==> src/include/psl_pkg.sv <==
// Constants, register map and carrier types of the protection status logic.
//
// Overview of operation
// - Accessory-low flag reads 1 while accessory sense is below selected threshold.
// - Accessory detect pin is held low while accessory-low is present.
// - Accessory-low never changes any rail enable.
// - Surge trip on core or load supply sets its fault flag bit.
// - Surge trip switches off every rail except the always-on rail.
// - Surge trip releases only when both supplies are below release level.
// - Surge trip clears the power enable register; host must rewrite it.
// - Battery detect pin is held low throughout a surge trip.
// - Overheat cutoff turns off all rails, always-on rail included.
// - After overheat clears, always-on rail and serial control return.
// - Thermal warning sets the thermal warning flag.
// - Thermal warning flag clears below its lower release level.
// - Thermal warning leaves every rail enable unchanged.
// - Thermal warning pulls battery detect low only when mode bit is 1.
// - Low or high load supply pulls battery detect low in either mode.
// - Fault flag register carries accessory-low in bit 7, others below.
// - Battery output mode bit selects warning on battery detect; resets 0.
// - Each power enable bit turns its rail on at 1, off at 0.

package psl_pkg;

   // ----------------------------------------------------------------
   // Register bus
   // ----------------------------------------------------------------
   localparam int ADDR_W = 8;
   localparam int DATA_W = 8;
   localparam logic [7:0] ADDR_POWER = 8'h00;
   localparam logic [7:0] ADDR_VOLT = 8'h01;
   localparam logic [7:0] ADDR_SENSE = 8'h02;
   localparam logic [7:0] ADDR_FLAGS = 8'h03;
   localparam logic [7:0] ADDR_PINS = 8'h04;

   localparam logic [7:0] POWER_RESET = 8'h00;
   localparam logic [7:0] VOLT_RESET = 8'h00;
   localparam logic [7:0] SENSE_RESET = 8'h00;
   localparam logic [7:0] POWER_WMASK = 8'hF8;
   localparam logic [7:0] VOLT_WMASK = 8'hFE;
   localparam logic [7:0] SENSE_WMASK = 8'hFB;

   // ----------------------------------------------------------------
   // Field positions
   // ----------------------------------------------------------------
   localparam int RAIL_COUNT = 5;
   localparam int POWER_RAIL_LSB = 3;
   localparam int SENSE_ACC_LSB = 6;
   localparam int SENSE_LOW_LSB = 4;
   localparam int SENSE_MODE_BIT = 3;
   localparam int FLAG_ACC_LOW = 7;
   localparam int FLAG_LOW_SUPPLY = 6;
   localparam int FLAG_HIGH_SUPPLY = 5;
   localparam int FLAG_SURGE = 4;
   localparam int FLAG_WARN = 3;
   localparam int FLAG_OVER_CURRENT = 2;
   localparam int SYNC_STAGES = 2;

   // ----------------------------------------------------------------
   // Carrier of raw comparator indications
   // ----------------------------------------------------------------
   typedef struct packed {
      logic acc_low;
      logic core_above_trip;
      logic core_above_release;
      logic load_above_trip;
      logic load_above_release;
      logic load_low;
      logic load_high;
      logic heat_above_cutoff;
      logic heat_above_restore;
      logic heat_above_warn;
      logic heat_above_warn_release;
      logic over_current;
   } psl_sense_t;

   typedef enum logic {
      PSL_TRIP_IDLE,
      PSL_TRIP_ACTIVE
   } psl_trip_t;

endpackage

==> src/hdl/psl_sync.sv <==
// Multi-bit two-flop synchroniser for independent comparator levels.
`timescale 1ns/1ps

module psl_sync #(
   parameter int WIDTH = 12
) (
   input wire logic clock,
   input wire logic rst_n,
   input wire logic [WIDTH-1:0] async_in,
   output logic [WIDTH-1:0] sync_out
);

   // Each bit is an independent level, so bitwise crossing is safe.
   logic [WIDTH-1:0] meta;

   always_ff @(posedge clock) begin
      if (!rst_n) begin
         meta <= '0;
         sync_out <= '0;
      end else begin
         meta <= async_in;
         sync_out <= meta;
      end
   end

endmodule

==> src/hdl/psl_top.sv <==
// Protection, fault flags, indicator pins and rail enables of the supply.
//
// The register offsets and the plain strobed port are this design's own decisions.
`timescale 1ns/1ps

module psl_top (
   input wire logic clock,
   input wire logic rst_n,
   input wire psl_pkg::psl_sense_t sense_raw,
   input wire logic [7:0] reg_addr,
   input wire logic [7:0] reg_wdata,
   input wire logic reg_wr,
   input wire logic reg_rd,
   output logic [7:0] reg_rdata,
   input wire logic acc_detect_in,
   output logic acc_detect_out,
   output logic acc_detect_oe_n,
   input wire logic battery_detect_in,
   output logic battery_detect_out,
   output logic battery_detect_oe_n,
   output logic [4:0] rail_enable,
   output logic always_on_enable,
   output logic serial_ctrl_ready,
   output logic [1:0] acc_threshold_sel,
   output logic [1:0] low_threshold_sel,
   output logic [7:0] voltage_sel
);

   // ----------------------------------------------------------------
   // Hysteresis decode
   // ----------------------------------------------------------------

   // A condition is entered on its upper comparator and left only
   // when its lower comparator drops, so noise near one level cannot
   // make the state chatter.
   function automatic logic hyst_next(
      input logic state,
      input logic above_hi,
      input logic above_lo
   );
      hyst_next = above_hi | (state & above_lo);
   endfunction

   // ----------------------------------------------------------------
   // Synchronised comparator levels
   // ----------------------------------------------------------------
   psl_pkg::psl_sense_t sense;
   logic [$bits(psl_pkg::psl_sense_t)-1:0] sense_bits;

   psl_sync #(
      .WIDTH($bits(psl_pkg::psl_sense_t))
   ) u_sync (
      .clock(clock),
      .rst_n(rst_n),
      .async_in(sense_raw),
      .sync_out(sense_bits)
   );

   assign sense = psl_pkg::psl_sense_t'(sense_bits);

   // ----------------------------------------------------------------
   // Protection states
   // ----------------------------------------------------------------
   psl_pkg::psl_trip_t trip_state;
   psl_pkg::psl_trip_t next_trip_state;
   logic overheat;
   logic next_overheat;
   logic warning;
   logic next_warning;
   logic surge_enter;
   logic surge_clear;

   // Either supply may trip; release needs both below the lower level.
   assign surge_enter = sense.core_above_trip | sense.load_above_trip;
   assign surge_clear = ~sense.core_above_release
      & ~sense.load_above_release;

   always_comb begin
      case (trip_state)
         psl_pkg::PSL_TRIP_IDLE: begin
            if (surge_enter) begin
               next_trip_state = psl_pkg::PSL_TRIP_ACTIVE;
            end else begin
               next_trip_state = psl_pkg::PSL_TRIP_IDLE;
            end
         end
         psl_pkg::PSL_TRIP_ACTIVE: begin
            if (surge_clear && !surge_enter) begin
               next_trip_state = psl_pkg::PSL_TRIP_IDLE;
            end else begin
               next_trip_state = psl_pkg::PSL_TRIP_ACTIVE;
            end
         end
         default: begin
            next_trip_state = psl_pkg::PSL_TRIP_IDLE;
         end
      endcase
   end

   assign next_overheat = hyst_next(overheat, sense.heat_above_cutoff,
      sense.heat_above_restore);
   assign next_warning = hyst_next(warning, sense.heat_above_warn,
      sense.heat_above_warn_release);

   always_ff @(posedge clock) begin
      if (!rst_n) begin
         trip_state <= psl_pkg::PSL_TRIP_IDLE;
         overheat <= 1'b0;
         warning <= 1'b0;
      end else begin
         trip_state <= next_trip_state;
         overheat <= next_overheat;
         warning <= next_warning;
      end
   end

   logic surge_trip;
   assign surge_trip = (trip_state == psl_pkg::PSL_TRIP_ACTIVE);

   // ----------------------------------------------------------------
   // Register write decode
   // ----------------------------------------------------------------
   logic [7:0] power_enable_reg;
   logic [7:0] volt_ctrl_reg;
   logic [7:0] sense_config;
   logic [7:0] next_power;
   logic [7:0] next_volt;
   logic [7:0] next_sense;
   logic write_ok;
   logic wr_power;
   logic wr_volt;
   logic wr_sense;

   // Writes are refused while the overheat cutoff holds, since the
   // serial control path is out of service until it clears.
   assign write_ok = reg_wr & ~overheat;
   assign wr_power = write_ok && (reg_addr == psl_pkg::ADDR_POWER);
   assign wr_volt = write_ok && (reg_addr == psl_pkg::ADDR_VOLT);
   assign wr_sense = write_ok && (reg_addr == psl_pkg::ADDR_SENSE);

   // A surge trip holds the enable register at its reset value for the
   // whole trip, so a write made during the trip is lost as well.
   assign next_power = surge_trip ? psl_pkg::POWER_RESET
      : wr_power ? (reg_wdata & psl_pkg::POWER_WMASK)
      : power_enable_reg;
   assign next_volt = wr_volt ? (reg_wdata & psl_pkg::VOLT_WMASK)
      : volt_ctrl_reg;
   assign next_sense = wr_sense ? (reg_wdata & psl_pkg::SENSE_WMASK)
      : sense_config;

   always_ff @(posedge clock) begin
      if (!rst_n) begin
         power_enable_reg <= psl_pkg::POWER_RESET;
         volt_ctrl_reg <= psl_pkg::VOLT_RESET;
         sense_config <= psl_pkg::SENSE_RESET;
      end else begin
         power_enable_reg <= next_power;
         volt_ctrl_reg <= next_volt;
         sense_config <= next_sense;
      end
   end

   // ----------------------------------------------------------------
   // Configuration fields
   // ----------------------------------------------------------------
   logic battery_out_mode;
   logic [1:0] acc_sel_field;
   logic [1:0] low_sel_field;

   assign battery_out_mode = sense_config[psl_pkg::SENSE_MODE_BIT];
   assign acc_sel_field = sense_config[psl_pkg::SENSE_ACC_LSB +: 2];
   assign low_sel_field = sense_config[psl_pkg::SENSE_LOW_LSB +: 2];

   // ----------------------------------------------------------------
   // Fault flags
   // ----------------------------------------------------------------
   logic [7:0] fault_flags;
   logic acc_low_flag;
   logic low_supply_flag;
   logic high_supply_flag;

   // Flags mirror the live condition; nothing here is sticky.
   assign acc_low_flag = sense.acc_low;
   assign low_supply_flag = sense.load_low;
   assign high_supply_flag = sense.load_high;

   always_comb begin
      fault_flags = 8'h00;
      fault_flags[psl_pkg::FLAG_ACC_LOW] = acc_low_flag;
      fault_flags[psl_pkg::FLAG_LOW_SUPPLY] = low_supply_flag;
      fault_flags[psl_pkg::FLAG_HIGH_SUPPLY] = high_supply_flag;
      fault_flags[psl_pkg::FLAG_SURGE] = surge_trip;
      fault_flags[psl_pkg::FLAG_WARN] = warning;
      fault_flags[psl_pkg::FLAG_OVER_CURRENT] = sense.over_current;
   end

   // ----------------------------------------------------------------
   // Register read
   // ----------------------------------------------------------------
   logic [7:0] read_mux;
   logic [7:0] pin_levels;
   logic [7:0] next_rdata;

   assign pin_levels = {6'h00, battery_detect_in, acc_detect_in};

   always_comb begin
      case (reg_addr)
         psl_pkg::ADDR_POWER: read_mux = power_enable_reg;
         psl_pkg::ADDR_VOLT: read_mux = volt_ctrl_reg;
         psl_pkg::ADDR_SENSE: read_mux = sense_config;
         psl_pkg::ADDR_FLAGS: read_mux = fault_flags;
         psl_pkg::ADDR_PINS: read_mux = pin_levels;
         default: read_mux = 8'h00;
      endcase
   end

   // Read data stand for exactly one cycle after the strobe.
   assign next_rdata = reg_rd ? read_mux : 8'h00;

   always_ff @(posedge clock) begin
      if (!rst_n) begin
         reg_rdata <= 8'h00;
      end else begin
         reg_rdata <= next_rdata;
      end
   end

   // ----------------------------------------------------------------
   // Rail enables
   // ----------------------------------------------------------------
   logic [4:0] next_rail;
   logic [4:0] rail_bits;

   assign rail_bits =
      power_enable_reg[psl_pkg::POWER_RAIL_LSB +: psl_pkg::RAIL_COUNT];

   // Accessory-low and thermal warning have no path into this gating,
   // which keeps the rails where the host left them.
   genvar g;
   generate
      for (g = 0; g < psl_pkg::RAIL_COUNT; g++) begin : gen_rail
         assign next_rail[g] = rail_bits[g] & ~surge_trip
            & ~overheat;
      end
   endgenerate

   always_ff @(posedge clock) begin
      if (!rst_n) begin
         rail_enable <= 5'h00;
         always_on_enable <= 1'b0;
         serial_ctrl_ready <= 1'b0;
      end else begin
         rail_enable <= next_rail;
         always_on_enable <= ~overheat;
         serial_ctrl_ready <= ~overheat;
      end
   end

   // ----------------------------------------------------------------
   // Open-drain indicator pins
   // ----------------------------------------------------------------
   logic acc_pull;
   logic battery_pull;

   assign acc_pull = acc_low_flag;
   assign battery_pull = low_supply_flag | high_supply_flag
      | surge_trip
      | (battery_out_mode & warning);

   // Pins only ever pull low; the output level stays 0 and the enable
   // decides, so the external pull-up makes the high level.
   always_ff @(posedge clock) begin
      if (!rst_n) begin
         acc_detect_out <= 1'b0;
         acc_detect_oe_n <= 1'b1;
         battery_detect_out <= 1'b0;
         battery_detect_oe_n <= 1'b1;
      end else begin
         acc_detect_out <= 1'b0;
         acc_detect_oe_n <= ~acc_pull;
         battery_detect_out <= 1'b0;
         battery_detect_oe_n <= ~battery_pull;
      end
   end

   // ----------------------------------------------------------------
   // Threshold selects to the analog comparators
   // ----------------------------------------------------------------
   always_ff @(posedge clock) begin
      if (!rst_n) begin
         acc_threshold_sel <= 2'h0;
         low_threshold_sel <= 2'h0;
         voltage_sel <= psl_pkg::VOLT_RESET;
      end else begin
         acc_threshold_sel <= acc_sel_field;
         low_threshold_sel <= low_sel_field;
         voltage_sel <= volt_ctrl_reg;
      end
   end

endmodule

==> config.mk <==
export PLATFORM = sky130hd
export DESIGN_NAME = psl_top
export DESIGN_NICKNAME = d
export VERILOG_FILES = /design/src/include/psl_pkg.sv /design/src/hdl/psl_sync.sv /design/src/hdl/psl_top.sv
export SDC_FILE = /design/constraint.sdc
export NUM_CORES = 1
export LEC_CHECK = 0
export ABC_AREA = 1
export BUFFER_PORTS_ARGS = -buffer_cell sky130_fd_sc_hd__buf_2
export CORE_UTILIZATION = 47
export DETAILED_ROUTE_END_ITERATION = 7
export MAX_ROUTING_LAYER = met4
export PLACE_DENSITY = 0.74
export SLEW_MARGIN = 30
export SYNTH_ARGS = -nofsm -noshare
export SYNTH_HDL_FRONTEND = slang
export SYNTH_SLANG_ARGS = --single-unit
export TNS_END_PERCENT = 1
==> constraint.sdc <==
create_clock -name clock -period 1.1 [get_ports clock]
set_input_delay 0.11 -clock clock [delete_from_list [all_inputs] [get_ports clock]]
set_output_delay 0.11 -clock clock [all_outputs]
set_load 0.03 [all_outputs]
==> flow_results.org, run 1 <==
** Clocking
- Number of levels the H-tree was split into :: 3
- Clock Tree Buf Depth :: 2
- In this run the clock root is driven by a sky130_fd_sc_hd__clkbuf_8.
- The later pin in the worst-skew pair is clocked with a latency of 330 ps.
- For this design, the sink count on the clock tree is 73.
- Clock transition at the registers of the reported paths :: 70 ps
- The number of clock buffers added by TritonCTS is 9.
- Number of gates resized after cts :: 0
- TritonCTS clock tree :: yes

** Global route
- The first global-routing pass estimated 8825 µm of wire.
- Initial antenna violation count :: 0
- Entering global routing, the biggest net connects 30 pins.
- Grt total ovfl :: 0
- Vias in the first global route :: 2079
- In the global route stage, overall resource usage came out at 19.67%.

** Worst setup path
- STA classifies the critical path startpoint as a flip-flop.
- Arrival @ worst endpoint :: 1280 ps
- Slowest-stage cell, CP :: sky130_fd_sc_hd__dfxtp_1
- Buffer and inverter count on the worst path :: 2
- Maximum single-stage delay on the critical path :: 380 ps
- The critical path is of the reg2reg type.
- Worst setup startpoint :: overheat
- Launch instance of the worst register-to-register path :: overheat
- Critical path, cell by cell :: nor2_4 -> buf_12 -> clkbuf_16 -> a21oi_1 -> nor2_1
- Maximum fanout encountered on the critical timing path :: 14
- Cell class contributing the biggest share of worst-path delay :: flip-flops
- STA classifies the critical path endpoint as a flip-flop.
- CP Data Required Time :: 1330 ps

** Pwr
- Leakage power :: 1.919 nW
- The worst-case IR drop observed on VDD is 866.1 µV.
- Power spread over the standard cell area amounts to 1418 mW/mm².

** Synthesis
- Counting flops with an async set or reset pin after synthesis yields a share of 0%.
- Multiplexer share of the synthesized area :: 0%
- Leading cell types by count after synthesis :: sky130_fd_sc_hd__nand2_1 (84), sky130_fd_sc_hd__dfxtp_1 (73), sky130_fd_sc_hd__inv_1 (53)
- Yosys warning count :: 0
- Flip-flop and latch count after synthesis :: 73
- Among all cell types in the netlist, the one instantiated most often is sky130_fd_sc_hd__nand2_1.
- Fraction of synthesized cell area in xor and xnor cells :: 0%
- Fraction of the mapped netlist area in compound gates :: 4.707%
- Sequential elements use 53.38% of the synthesized area.
- Number of distinct library cell variants in the gate-level netlist after synthesis :: 21
- Synth area leader :: sky130_fd_sc_hd__dfxtp_1
- Post-synthesis area per instance :: 7.800 µm²
- The top cell type by area accounts for 53.38% of the synthesized area.
- Most instantiated flip-flop cell in the synthesis netlist :: sky130_fd_sc_hd__dfxtp_1
- Yosys mapped a number of flops with a built-in enable equal to 0.
- After synthesis the cells add up to 0.002738 mm².
- Of the total synthesized cell area, the portion taken by full adders, half adders and majority gates is 0%.
- Combinational family with the most area after synthesis :: simple AND/OR/NAND/NOR gates
- Simple-gate area share of the yosys netlist :: 29.57%
- After synthesis, the cell types taking the most area are sky130_fd_sc_hd__dfxtp_1 (53%), sky130_fd_sc_hd__nand2_1 (12%), sky130_fd_sc_hd__nand3_1 (7.3%).
- After technology mapping, the gate count stands at 351.

** Timing
- Count of final hold-check violations :: 0
- The clock period could shrink to 1051 ps.
- Setup violations remaining at the end of the flow were counted as 0.
- Maximum achievable frequency :: 951.2 MHz
- Ratio of final minimum period to clock period :: 95.58%
- Fin worst setup slack :: 48.65 ps
- The count of final max-slew check failures was 0.
- Clock skew on the completed layout was measured at 6.665 ps.

** Finish
- Registers with the highest flip-flop counts :: u_sync.meta (12), u_sync.sync_out (12), reg_rdata (8)
- The filler cells instantiated in the layout total 480.
- Post-layout net count :: 467
- At the end of the flow the core is filled with cells to 63.05%.
- The area growth from synthesis to layout is 28.38%.
- The number of antenna diodes in the final layout is 0.
- In the final layout, the share of cells above drive strength 1 is 24.49%.

** Place
- Number of port buffers :: 61
- At the placement stage, the worst setup path has a slack of -10.82 ps.
- Global placer's final weighted congestion :: 0.9412
- HPWL reported at the end of detailed placement :: 3850 µm

** Die
- The die covers 0.006134 mm².
- The initialized floorplan defines 27 standard-cell rows.
- The die is 78.32 µm tall.
- In this run the horizontal extent of the chip is 78.32 µm.
- Starting density of the core :: 49.11%
- The region available for standard cell placement spans 0.005574 mm².
- 65 I/O pins were placed.

** Detailed routing
- Count of vias placed by the detailed router :: 2333
- After the first detailed-routing iteration, the DRC count stood at 172.
- Using the TritonRoute via totals, the vias-per-cell ratio works out to 4.583.
- Antenna Violating Nets Remaining :: 0
- After detailed routing, the total wire length is 5652 µm.
- In the routed design, unresolved DRC markers number 0.
- For this run, the detailed router's first-pass iteration total came to 4.
- Dividing the detail-routed wire length by the instance count gives 11.10 µm.

** Flow run
- Max-cap violations in this run came to 0.

** Worst hold path
- The worst hold path begins at acc_detect_in.
- The worst hold path belongs to the class in2reg.

** Status
- The run finished with clean final reports.
-- area by class of cell --
type                       instances  area, µm²  area share [%]
sequential                        73       1461           41.58
multi-input combinational        204      949.7           27.02
timing repair buffer              87      615.6           17.52
inverter                          58      217.7           6.194
clock buffer                      12      155.1           4.414
tap                               72      90.09           2.563
clock inverter                     3      25.02          0.7120
-- worst paths after layout --
check | to | slack (ps) | cells past startpoint
worst max-delay path | volt_ctrl_reg[4] | 50 | 5
worst min-delay path | reg_rdata[0] | 60 | 3
worst max register to register | volt_ctrl_reg[4] | 50 | 5
worst min register to register | u_sync.sync_out[4] | 410 | 2
-- per-stage QoR --
stage	instance area [µm²]	TNS, ps	cells	power, mW	hold WS [ps]
4_1_cts	3437	0	505	4.991	39.82
3_5_place_dp	3137	-18.51	478	3.095	293.4
3_3_place_gp	3137	0	478	3.090	293.6
6_report	3515	0	509	4.985	61.70
2_1_floorplan	2745	0	353	2.981	207.6
5_1_grt	3515	-12.60	509	5.237	52.74
-- where the power goes --
part           switching [mW]  total, mW  internal (mW)
clock                   0.931       1.87          0.942
combinational           0.226      0.398          0.172
sequential             0.0195       2.71           2.69
total                    1.18       4.98           3.81
-- layout by cell type, fill, tap and decap left out, drive strengths merged --
master	instances
a21oi	24
buf	73
clkbuf	14
clkinv	1
clkinvlp	1
conb	3
dfxtp	73
dlygate4sd3	12
inv	59
nand2	89
nand3	40
nor2	40
nor3	2
nor3b	5
o21ai	1
-- cell families after synthesis --
logic type | after synthesis
AOI/OAI and AO/OA | 25
buffers and inverters | 76
other | 1
and+or+nand+nor | 176
DFF | 73
-- what timing repair did --
action,CTS,global route
hold buffers,12,0
hold endpoints to repair,12,0
endpoints found under the setup margin,0,7
setup buffers,0,2
-- routing by layer --
metal  GRT usage, %  routed length [µm]  up-vias
met5              -                   0        -
met4          7.963                 100        0
met3          7.209                 319        8
met2          32.19                2688       81
met1          21.70                2543     1023
li1               -                   -     1221
-- worst min-delay path: cells and delay by family --
family,cells,cell delay (ps)
AOI/OAI and AO/OA,1,50
buffers and inverters,1,100
and+or+nand+nor,1,80
Note: power is estimated with default switching activity, not from simulation.
==> run 2: changes to the inputs <==
--- a/config.mk
+++ b/config.mk
@@ -5,12 +5,11 @@
 export SDC_FILE = /design/constraint.sdc
 export NUM_CORES = 1
 export LEC_CHECK = 0
-export ABC_AREA = 1
 export BUFFER_PORTS_ARGS = -buffer_cell sky130_fd_sc_hd__buf_2
-export CORE_UTILIZATION = 47
+export CORE_UTILIZATION = 51
 export DETAILED_ROUTE_END_ITERATION = 7
 export MAX_ROUTING_LAYER = met4
-export PLACE_DENSITY = 0.74
+export PLACE_DENSITY = 0.77
 export SLEW_MARGIN = 30
 export SYNTH_ARGS = -nofsm -noshare
 export SYNTH_HDL_FRONTEND = slang
==> constraint.sdc (replaced) <==
create_clock -name clock -period 1.19 [get_ports clock]
set_input_delay 0.119 -clock clock [delete_from_list [all_inputs] [get_ports clock]]
set_output_delay 0.119 -clock clock [all_outputs]
set_load 0.03 [all_outputs]
==> run 2 against run 1 <==
  * The flow now finishes with violations (setup timing)
  * Largest power group unchanged
  * Global-route usage up 2.0 points
  * Wire length decreased by 12%
  * Design area decreased by 3.5%
  * Hold slack got worse by 48 ps
==> flow_results.org, run 2 <==
** Timing
- Summed negative setup slack over all endpoints :: -993.9 ps
- Setup violators final :: 19
- Fin. max-slew vios :: 0
- Setup repair after global routing missed its margin :: true
- Tightest hold margin :: 13.61 ps
- The number of hold-slack violations in the final timing report came to 0.
- Across the routed clock network, the largest skew measured is 8.677 ps.
- Derived from the worst setup path, the maximum achievable clock frequency is 764.9 MHz.
- Once routing completed, OpenROAD measured the worst setup slack at -117.3 ps.
- Ratio of final minimum period to clock period :: 109.9%
- The routed design could run at a clock period as short as 1307 ps.

** Clocking
- In this run, CTS created clock tree buffers numbering 9.
- The tree is rooted in a sky130_fd_sc_hd__clkbuf_8.
- After clock tree synthesis, the clock-pin slew on the worst setup and hold paths is 70 ps.
- Worst skew pair latency :: 340 ps
- Once the clock tree was built, the setup fixing pass inserted 0 buffers.
- The clock tree synthesis step divided the H-tree into 3 levels.
- TritonCTS built the clock tree.
- The clock passes through at most 2 buffers.
- Number of clock sinks :: 73

** Finish
- Of the cells placed in the final design, the portion with a size suffix greater than 1 is 34.67%.
- Excluding fillers, the count of instances in the completed layout stands at 390.
- Area growth from synthesis to layout :: 34.36%
- Counting the fill cells in the layout gives 342.
- Most common cell after layout, fill and taps aside :: sky130_fd_sc_hd__dfxtp_1
- Post-layout net count :: 352
- The multi-input combinational cells in the finished layout cover a total of 983.4 µm².
- Summing all flip-flop and latch instances after layout gives 0.001463 mm².
- The repair_antennas step left the layout with diodes totalling 0.
- Leading cell types in the layout, fill and taps excluded :: sky130_fd_sc_hd__dfxtp_1 (72), sky130_fd_sc_hd__buf_2 (61), sky130_fd_sc_hd__and2_1 (29)
- Registers with the highest flip-flop counts :: u_sync.meta (12), u_sync.sync_out (12), reg_rdata (8)

** Flow run
- Max cap viols :: 0

** Global route
- Global routing consumed, over all layers together, 21.62% of the routing resources.
- Global-route wire length before repair :: 8073 µm
- The number of global-route vias before repair is 1777.
- Largest net degree at the start of global routing :: 24
- Initial antenna violation count :: 0
- The total overflow left after global routing is 0.

** Synthesis
- Counting flops with an async set or reset pin after synthesis yields a share of 0%.
- The mapped netlist covers 0.002524 mm².
- Leading cell types by count after synthesis :: sky130_fd_sc_hd__dfxtp_1 (73), sky130_fd_sc_hd__and2_1 (29), sky130_fd_sc_hd__nand2_1 (24)
- Synthesis handed over a netlist of 227 instances.
- A synthesized cell averages 11.12 µm².
- Proportion of netlist area held by the largest area contributor :: 57.91%
- Most instantiated flip-flop cell in the synthesis netlist :: sky130_fd_sc_hd__dfxtp_1
- In the post-synthesis netlist, the biggest area contributors are sky130_fd_sc_hd__dfxtp_1 (58%), sky130_fd_sc_hd__and2_1 (7.2%), sky130_fd_sc_hd__mux2i_1 (5.9%).
- In the post-synthesis netlist, the cell with the most instances is sky130_fd_sc_hd__dfxtp_1.
- Number of distinct library cell variants in the gate-level netlist after synthesis :: 34
- Flip-flop and latch count after synthesis :: 73
- Yosys mapped a number of flops with a built-in enable equal to 0.
- Synth area leader :: sky130_fd_sc_hd__dfxtp_1
- Yosys printed 0 warnings.
- Seq/Total Area, Yosys :: 57.91%

** Detailed routing
- DRT Pass-1 Iters :: 4
- Summed over all layers, the routed wires come to 4986 µm.
- Once detail routing completed, the nets flagged for antenna violations numbered 0.
- After detailed routing, the number of remaining DRC violations is 0.
- After detailed routing, the average wire length per cell comes to 12.78 µm.
- For this block, the via count after detailed routing is 1885.
- The detailed router finished its first iteration with 167 violations.
- Per-cell via count in the routed design :: 4.833

** Die
- The floorplan step set the die width to 72.35 µm.
- Starting density of the core :: 53.08%
- The die covers 0.005234 mm².
- Row Count :: 25
- The floorplan step defined a core boundary enclosing 0.004755 mm².
- Chip height :: 72.35 µm
- Top-Level Pins :: 65

** Worst setup path
- Element type at the critical path end :: flip-flop
- Element type at the critical path start :: flip-flop
- The worst register-to-register path has a setup slack of -120 ps.
- Maximum fanout encountered on the critical timing path :: 5
- CP Data Required Time :: 1420 ps
- The worst setup path is of the reg2reg kind.
- Arrival @ worst endpoint :: 1530 ps

** Pwr
- Highest ir drop seen on vdd :: 878.6 µV
- Leakage power :: 1.633 nW
- Power density over the cells :: 1523 mW/mm²
- Power consumption :: 5.163 mW

** Place
- OpenSTA, run right after detailed placement, puts the worst setup slack at -183.4 ps.
- The HPWL after detailed placement is 3484 µm.
- Global placer's final weighted congestion :: 0.9489
- Input and output buffers added on the ports amount to 61.
- Once placement completed, the tool counted placed cells totaling 362.

** Worst hold path
- Min-delay worst type :: in2reg

** Status
- Status :: finished with violations
- Failing checks :: setup timing
## run 2: what timing repair did
action,CTS,global route
pin swaps,7,1
hold endpoints to repair,12,0
hold buffers,12,0
gates resized for setup,7,0
setup endpoints to repair,19,19
## run 2: path summary, 6_finish.rpt
path                                       endpoint                start  depth (start not counted)
worst min register to register      acc_detect_oe_n  u_sync.sync_out[11]                          1
worst max register to register  power_enable_reg[5]             overheat                          3
worst min-delay path                sense_config[0]         reg_wdata[0]                          3
worst max-delay path            power_enable_reg[5]             overheat                          3
## run 2: critical path, stage by stage, from the launching register on
cell	delay (ps)
sky130_fd_sc_hd__dfxtp_2	340
sky130_fd_sc_hd__or4b_4	540
sky130_fd_sc_hd__o31ai_2	200
sky130_fd_sc_hd__a21boi_1	100
## run 2: cells by family (layout without fill, tap and decap cells)
logic type      Yosys count  after routing  synth area share (%)
mux                      20             20                 10.41
flops                    73             73                 57.91
compound gates           19             19                 5.355
other cells               1              3                0.1486
simple gates             88             88                 21.47
buf+inv                  26            120                 4.710
## run 2: layer usage
metal	part of all wire, %	up-vias	track usage, %
met5	0	-	-
met4	1.4	0	9.368
met3	6.8	8	7.361
met2	48	80	33.23
met1	44	863	25.82
li1	-	934	-
## run 2: area by class of cell
type | instances | area share (%)
inverters | 11 | 1.218
clock buffers | 11 | 4.170
well taps | 67 | 2.472
flip-flops and latches | 73 | 43.14
multi-input cells | 130 | 29.00
repair buffers | 93 | 16.97
clock inverters | 5 | 3.026
## run 2: stage by stage
stage / utilization [%] / cell area, µm²
2_1_floorplan: - / 2531
3_3_place_gp: 62.95 / 2993
3_5_place_dp: 62.95 / 2993
4_1_cts: 71.32 / 3391
5_1_grt: 71.32 / 3391
6_report: 71.32 / 3391
## run 2: report_power, final
group | internal, mW | switching, mW | leakage, nW | total (mW)
sequential | 2.49 | 0.0152 | 0.595 | 2.51
combinational | 0.163 | 0.168 | 0.919 | 0.331
clock | 1.45 | 0.880 | 0.120 | 2.33
==> run 3: changes to the inputs <==
--- a/config.mk
+++ b/config.mk
@@ -9,7 +9,7 @@
 export CORE_UTILIZATION = 51
 export DETAILED_ROUTE_END_ITERATION = 7
 export MAX_ROUTING_LAYER = met4
-export PLACE_DENSITY = 0.77
+export PLACE_DENSITY = 0.76
 export SLEW_MARGIN = 30
 export SYNTH_ARGS = -nofsm -noshare
 export SYNTH_HDL_FRONTEND = slang
==> run 3 against run 2 <==
  * The run still ends with setup timing left
  * Critical path type unchanged
  * Critical endpoint is now power_enable_reg[3]
  * Via count is 0.27% higher
  * Die area stayed put
  * Clock skew is 1.6 ps higher
  * Non-clock buffer count is 1 lower
==> flow_results.org, run 3 (synthesis gave the netlist of run 2 again) <==
** Detailed routing
- Routed length per placed instance :: 13.11 µm
- In the routed layout, each cell is associated on average with a via count of 4.859.
- DRT Pass-1 Iters :: 4
- The detailed router finished its first iteration with 176 violations.
- Total Wirelength :: 5098 µm
- Count of vias placed by the detailed router :: 1890
- For this run, design rule violations remaining after detail routing come to 0.
- Once detail routing completed, the nets flagged for antenna violations numbered 0.

** Timing
- Once routing completed, OpenROAD measured the worst setup slack at -160.6 ps.
- Setup violations remaining at the end of the flow were counted as 19.
- Subtracting the final worst setup slack from the clock period gives 1351 ps.
- Timing would allow up to 740.4 MHz.
- On the final layout, the worst clock skew is 10.27 ps.
- Summed over all failing endpoints, the final setup total negative slack is -1381 ps.
- After layout, the worst path uses 113.5% of the clock period.
- The count of final max-slew check failures was 0.
- Count of final hold-check violations :: 0
- Tightest hold margin :: 26.39 ps
- Setup repair after global routing missed its margin :: true

** Worst setup path
- Of all nets on the critical path, the largest fanout is 5.
- Slack of the worst reg-to-reg path :: -160 ps
- Counting cells, the worst reg-to-reg path comes to 3.
- Arrival @ worst endpoint :: 1580 ps
- Worst setup path endpoint :: power_enable_reg[3]
- The worst register-to-register path ends at power_enable_reg[3].
- STA classifies the critical path startpoint as a flip-flop.
- Element type at the critical path end :: flip-flop
- The setup path with the least slack is of type reg2reg.
- In this run the critical register-to-register path is launched from overheat.
- CP Data Required Time :: 1420 ps
- In this run the worst setup path begins at overheat.

** Die
- Floorplan core area :: 0.004755 mm²
- Area of the die :: 0.005234 mm²
- The floorplan has 25 rows.
- The die is 72.35 µm tall.
- The floorplan step set the die width to 72.35 µm.
- Starting density of the core :: 53.08%
- During I/O placement, the number of pins put on the boundary was 65.

** Pwr
- Highest ir drop seen on vdd :: 943.8 µV
- Leakage power :: 1.609 nW
- Power density over the cells :: 1420 mW/mm²
- The completed layout was analyzed and its total power is 4.791 mW.

** Flow run
- Across the run, the number of max-cap violations was 0.

** Finish
- Registers with the highest flip-flop counts :: u_sync.meta (12), u_sync.sync_out (12), reg_rdata (8)
- The library cells used most frequently in the layout, excluding fill and tap cells, are sky130_fd_sc_hd__dfxtp_1 (72), sky130_fd_sc_hd__buf_2 (61), sky130_fd_sc_hd__and2_1 (29).
- Area growth from synthesis to layout :: 33.66%
- Summed area of non-filler cells in the final layout :: 0.003373 mm²
- Fin util :: 70.95%
- Post-layout net count :: 351
- Excluding fillers, the count of instances in the completed layout stands at 389.
- # diodes :: 0
- Leaving out fill and tap cells, the most frequent cell in the layout is sky130_fd_sc_hd__dfxtp_1.
- The post-route netlist has 34.47% of its cells at a drive strength greater than 1.

** Status
- The final reports fail on setup timing.
- Status :: finished with violations

** Clocking
- Clock root buffer :: sky130_fd_sc_hd__clkbuf_8
- Clock Tree Buf Depth :: 2
- Clock transition at the registers of the reported paths :: 70 ps
- The tree built by TritonCTS fans out to 73 sinks.
- TritonCTS clock tree :: yes
- TritonCTS created 9 clock buffers.
- In this run the number of H-tree levels came out at 3.
- Worst skew pair latency :: 350 ps

** Global route
- All-Layer GR Usage :: 22.52%
- The first global-routing pass estimated 8376 µm of wire.
- Initial antenna violation count :: 0
- Largest net degree at the start of global routing :: 45
- Vias in the first global route :: 1813
- Grt total ovfl :: 0

** Place
- Total cell area at the placement stage :: 0.002978 mm²
- Global placer's final weighted congestion :: 0.9065
- Placement-stage worst setup slack :: -189.2 ps
- HPWL reported at the end of detailed placement :: 3405 µm
- Number of port buffers :: 61
- Cell Count Post-Placement :: 360

** Worst hold path
- Min-delay worst type :: in2reg
- Hold path cells :: 3
-- run 3: cell count changes in the layout (fill, tap and decap cells not counted), sizes merged --
cell / delta
clkinv: +2
buf: -2
clkinvlp: +1
bufinv: -2
dlygate4sd3: +1
clkbuf: -1
-- run 3: worst min-delay path by stage --
stage,start,end,slack [ps]
after floorplan,reg_addr[2],reg_rdata[1],230
after global placement,sense_raw[10],u_sync.meta[10],320
after detailed placement,sense_raw[11],u_sync.meta[11],330
after CTS,reg_wdata[2],volt_ctrl_reg[2],10
after global routing,reg_wdata[2],volt_ctrl_reg[2],20
final,reg_wdata[2],volt_ctrl_reg[2],30
-- run 3: timing repair --
| action | in CTS | in global routing |
|---|---|---|
| endpoints found under the hold margin | 13 | 0 |
| setup endpoints to repair | 19 | 19 |
| gates resized for setup | 9 | 1 |
| buffers inserted | 0 | 0 |
| hold buffers | 13 | 0 |
| pin swaps | 8 | 1 |
-- run 3: report_power, final --
group / switching (mW) / internal [mW]
logic: 0.170 / 0.163
registers: 0.0165 / 2.49
clock network: 0.925 / 1.03
total: 1.11 / 3.68
-- run 3: critical path, stage by stage (launching register included) --
cell and delay (ps):
sky130_fd_sc_hd__dfxtp_2 340, sky130_fd_sc_hd__or4b_4 570, sky130_fd_sc_hd__o31ai_4 210, sky130_fd_sc_hd__a21boi_1 110
-- run 3: metal layers --
layer  part of all wire (%)  GRT usage [%]
met5                      0              -
met4                    2.3          13.07
met1                     45          26.11
met2                     47          35.93
met3                    5.6          5.000
-- run 3: area by class of cell --
class | count | area [µm²]
sequential | 73 | 1463
fill | 357 | 1381
multi-input combinational | 130 | 1010
timing repair buffer | 92 | 570.5
clock buffer | 10 | 137.6
tap | 67 | 83.83
clock inverter | 6 | 67.56
inverter | 11 | 41.29
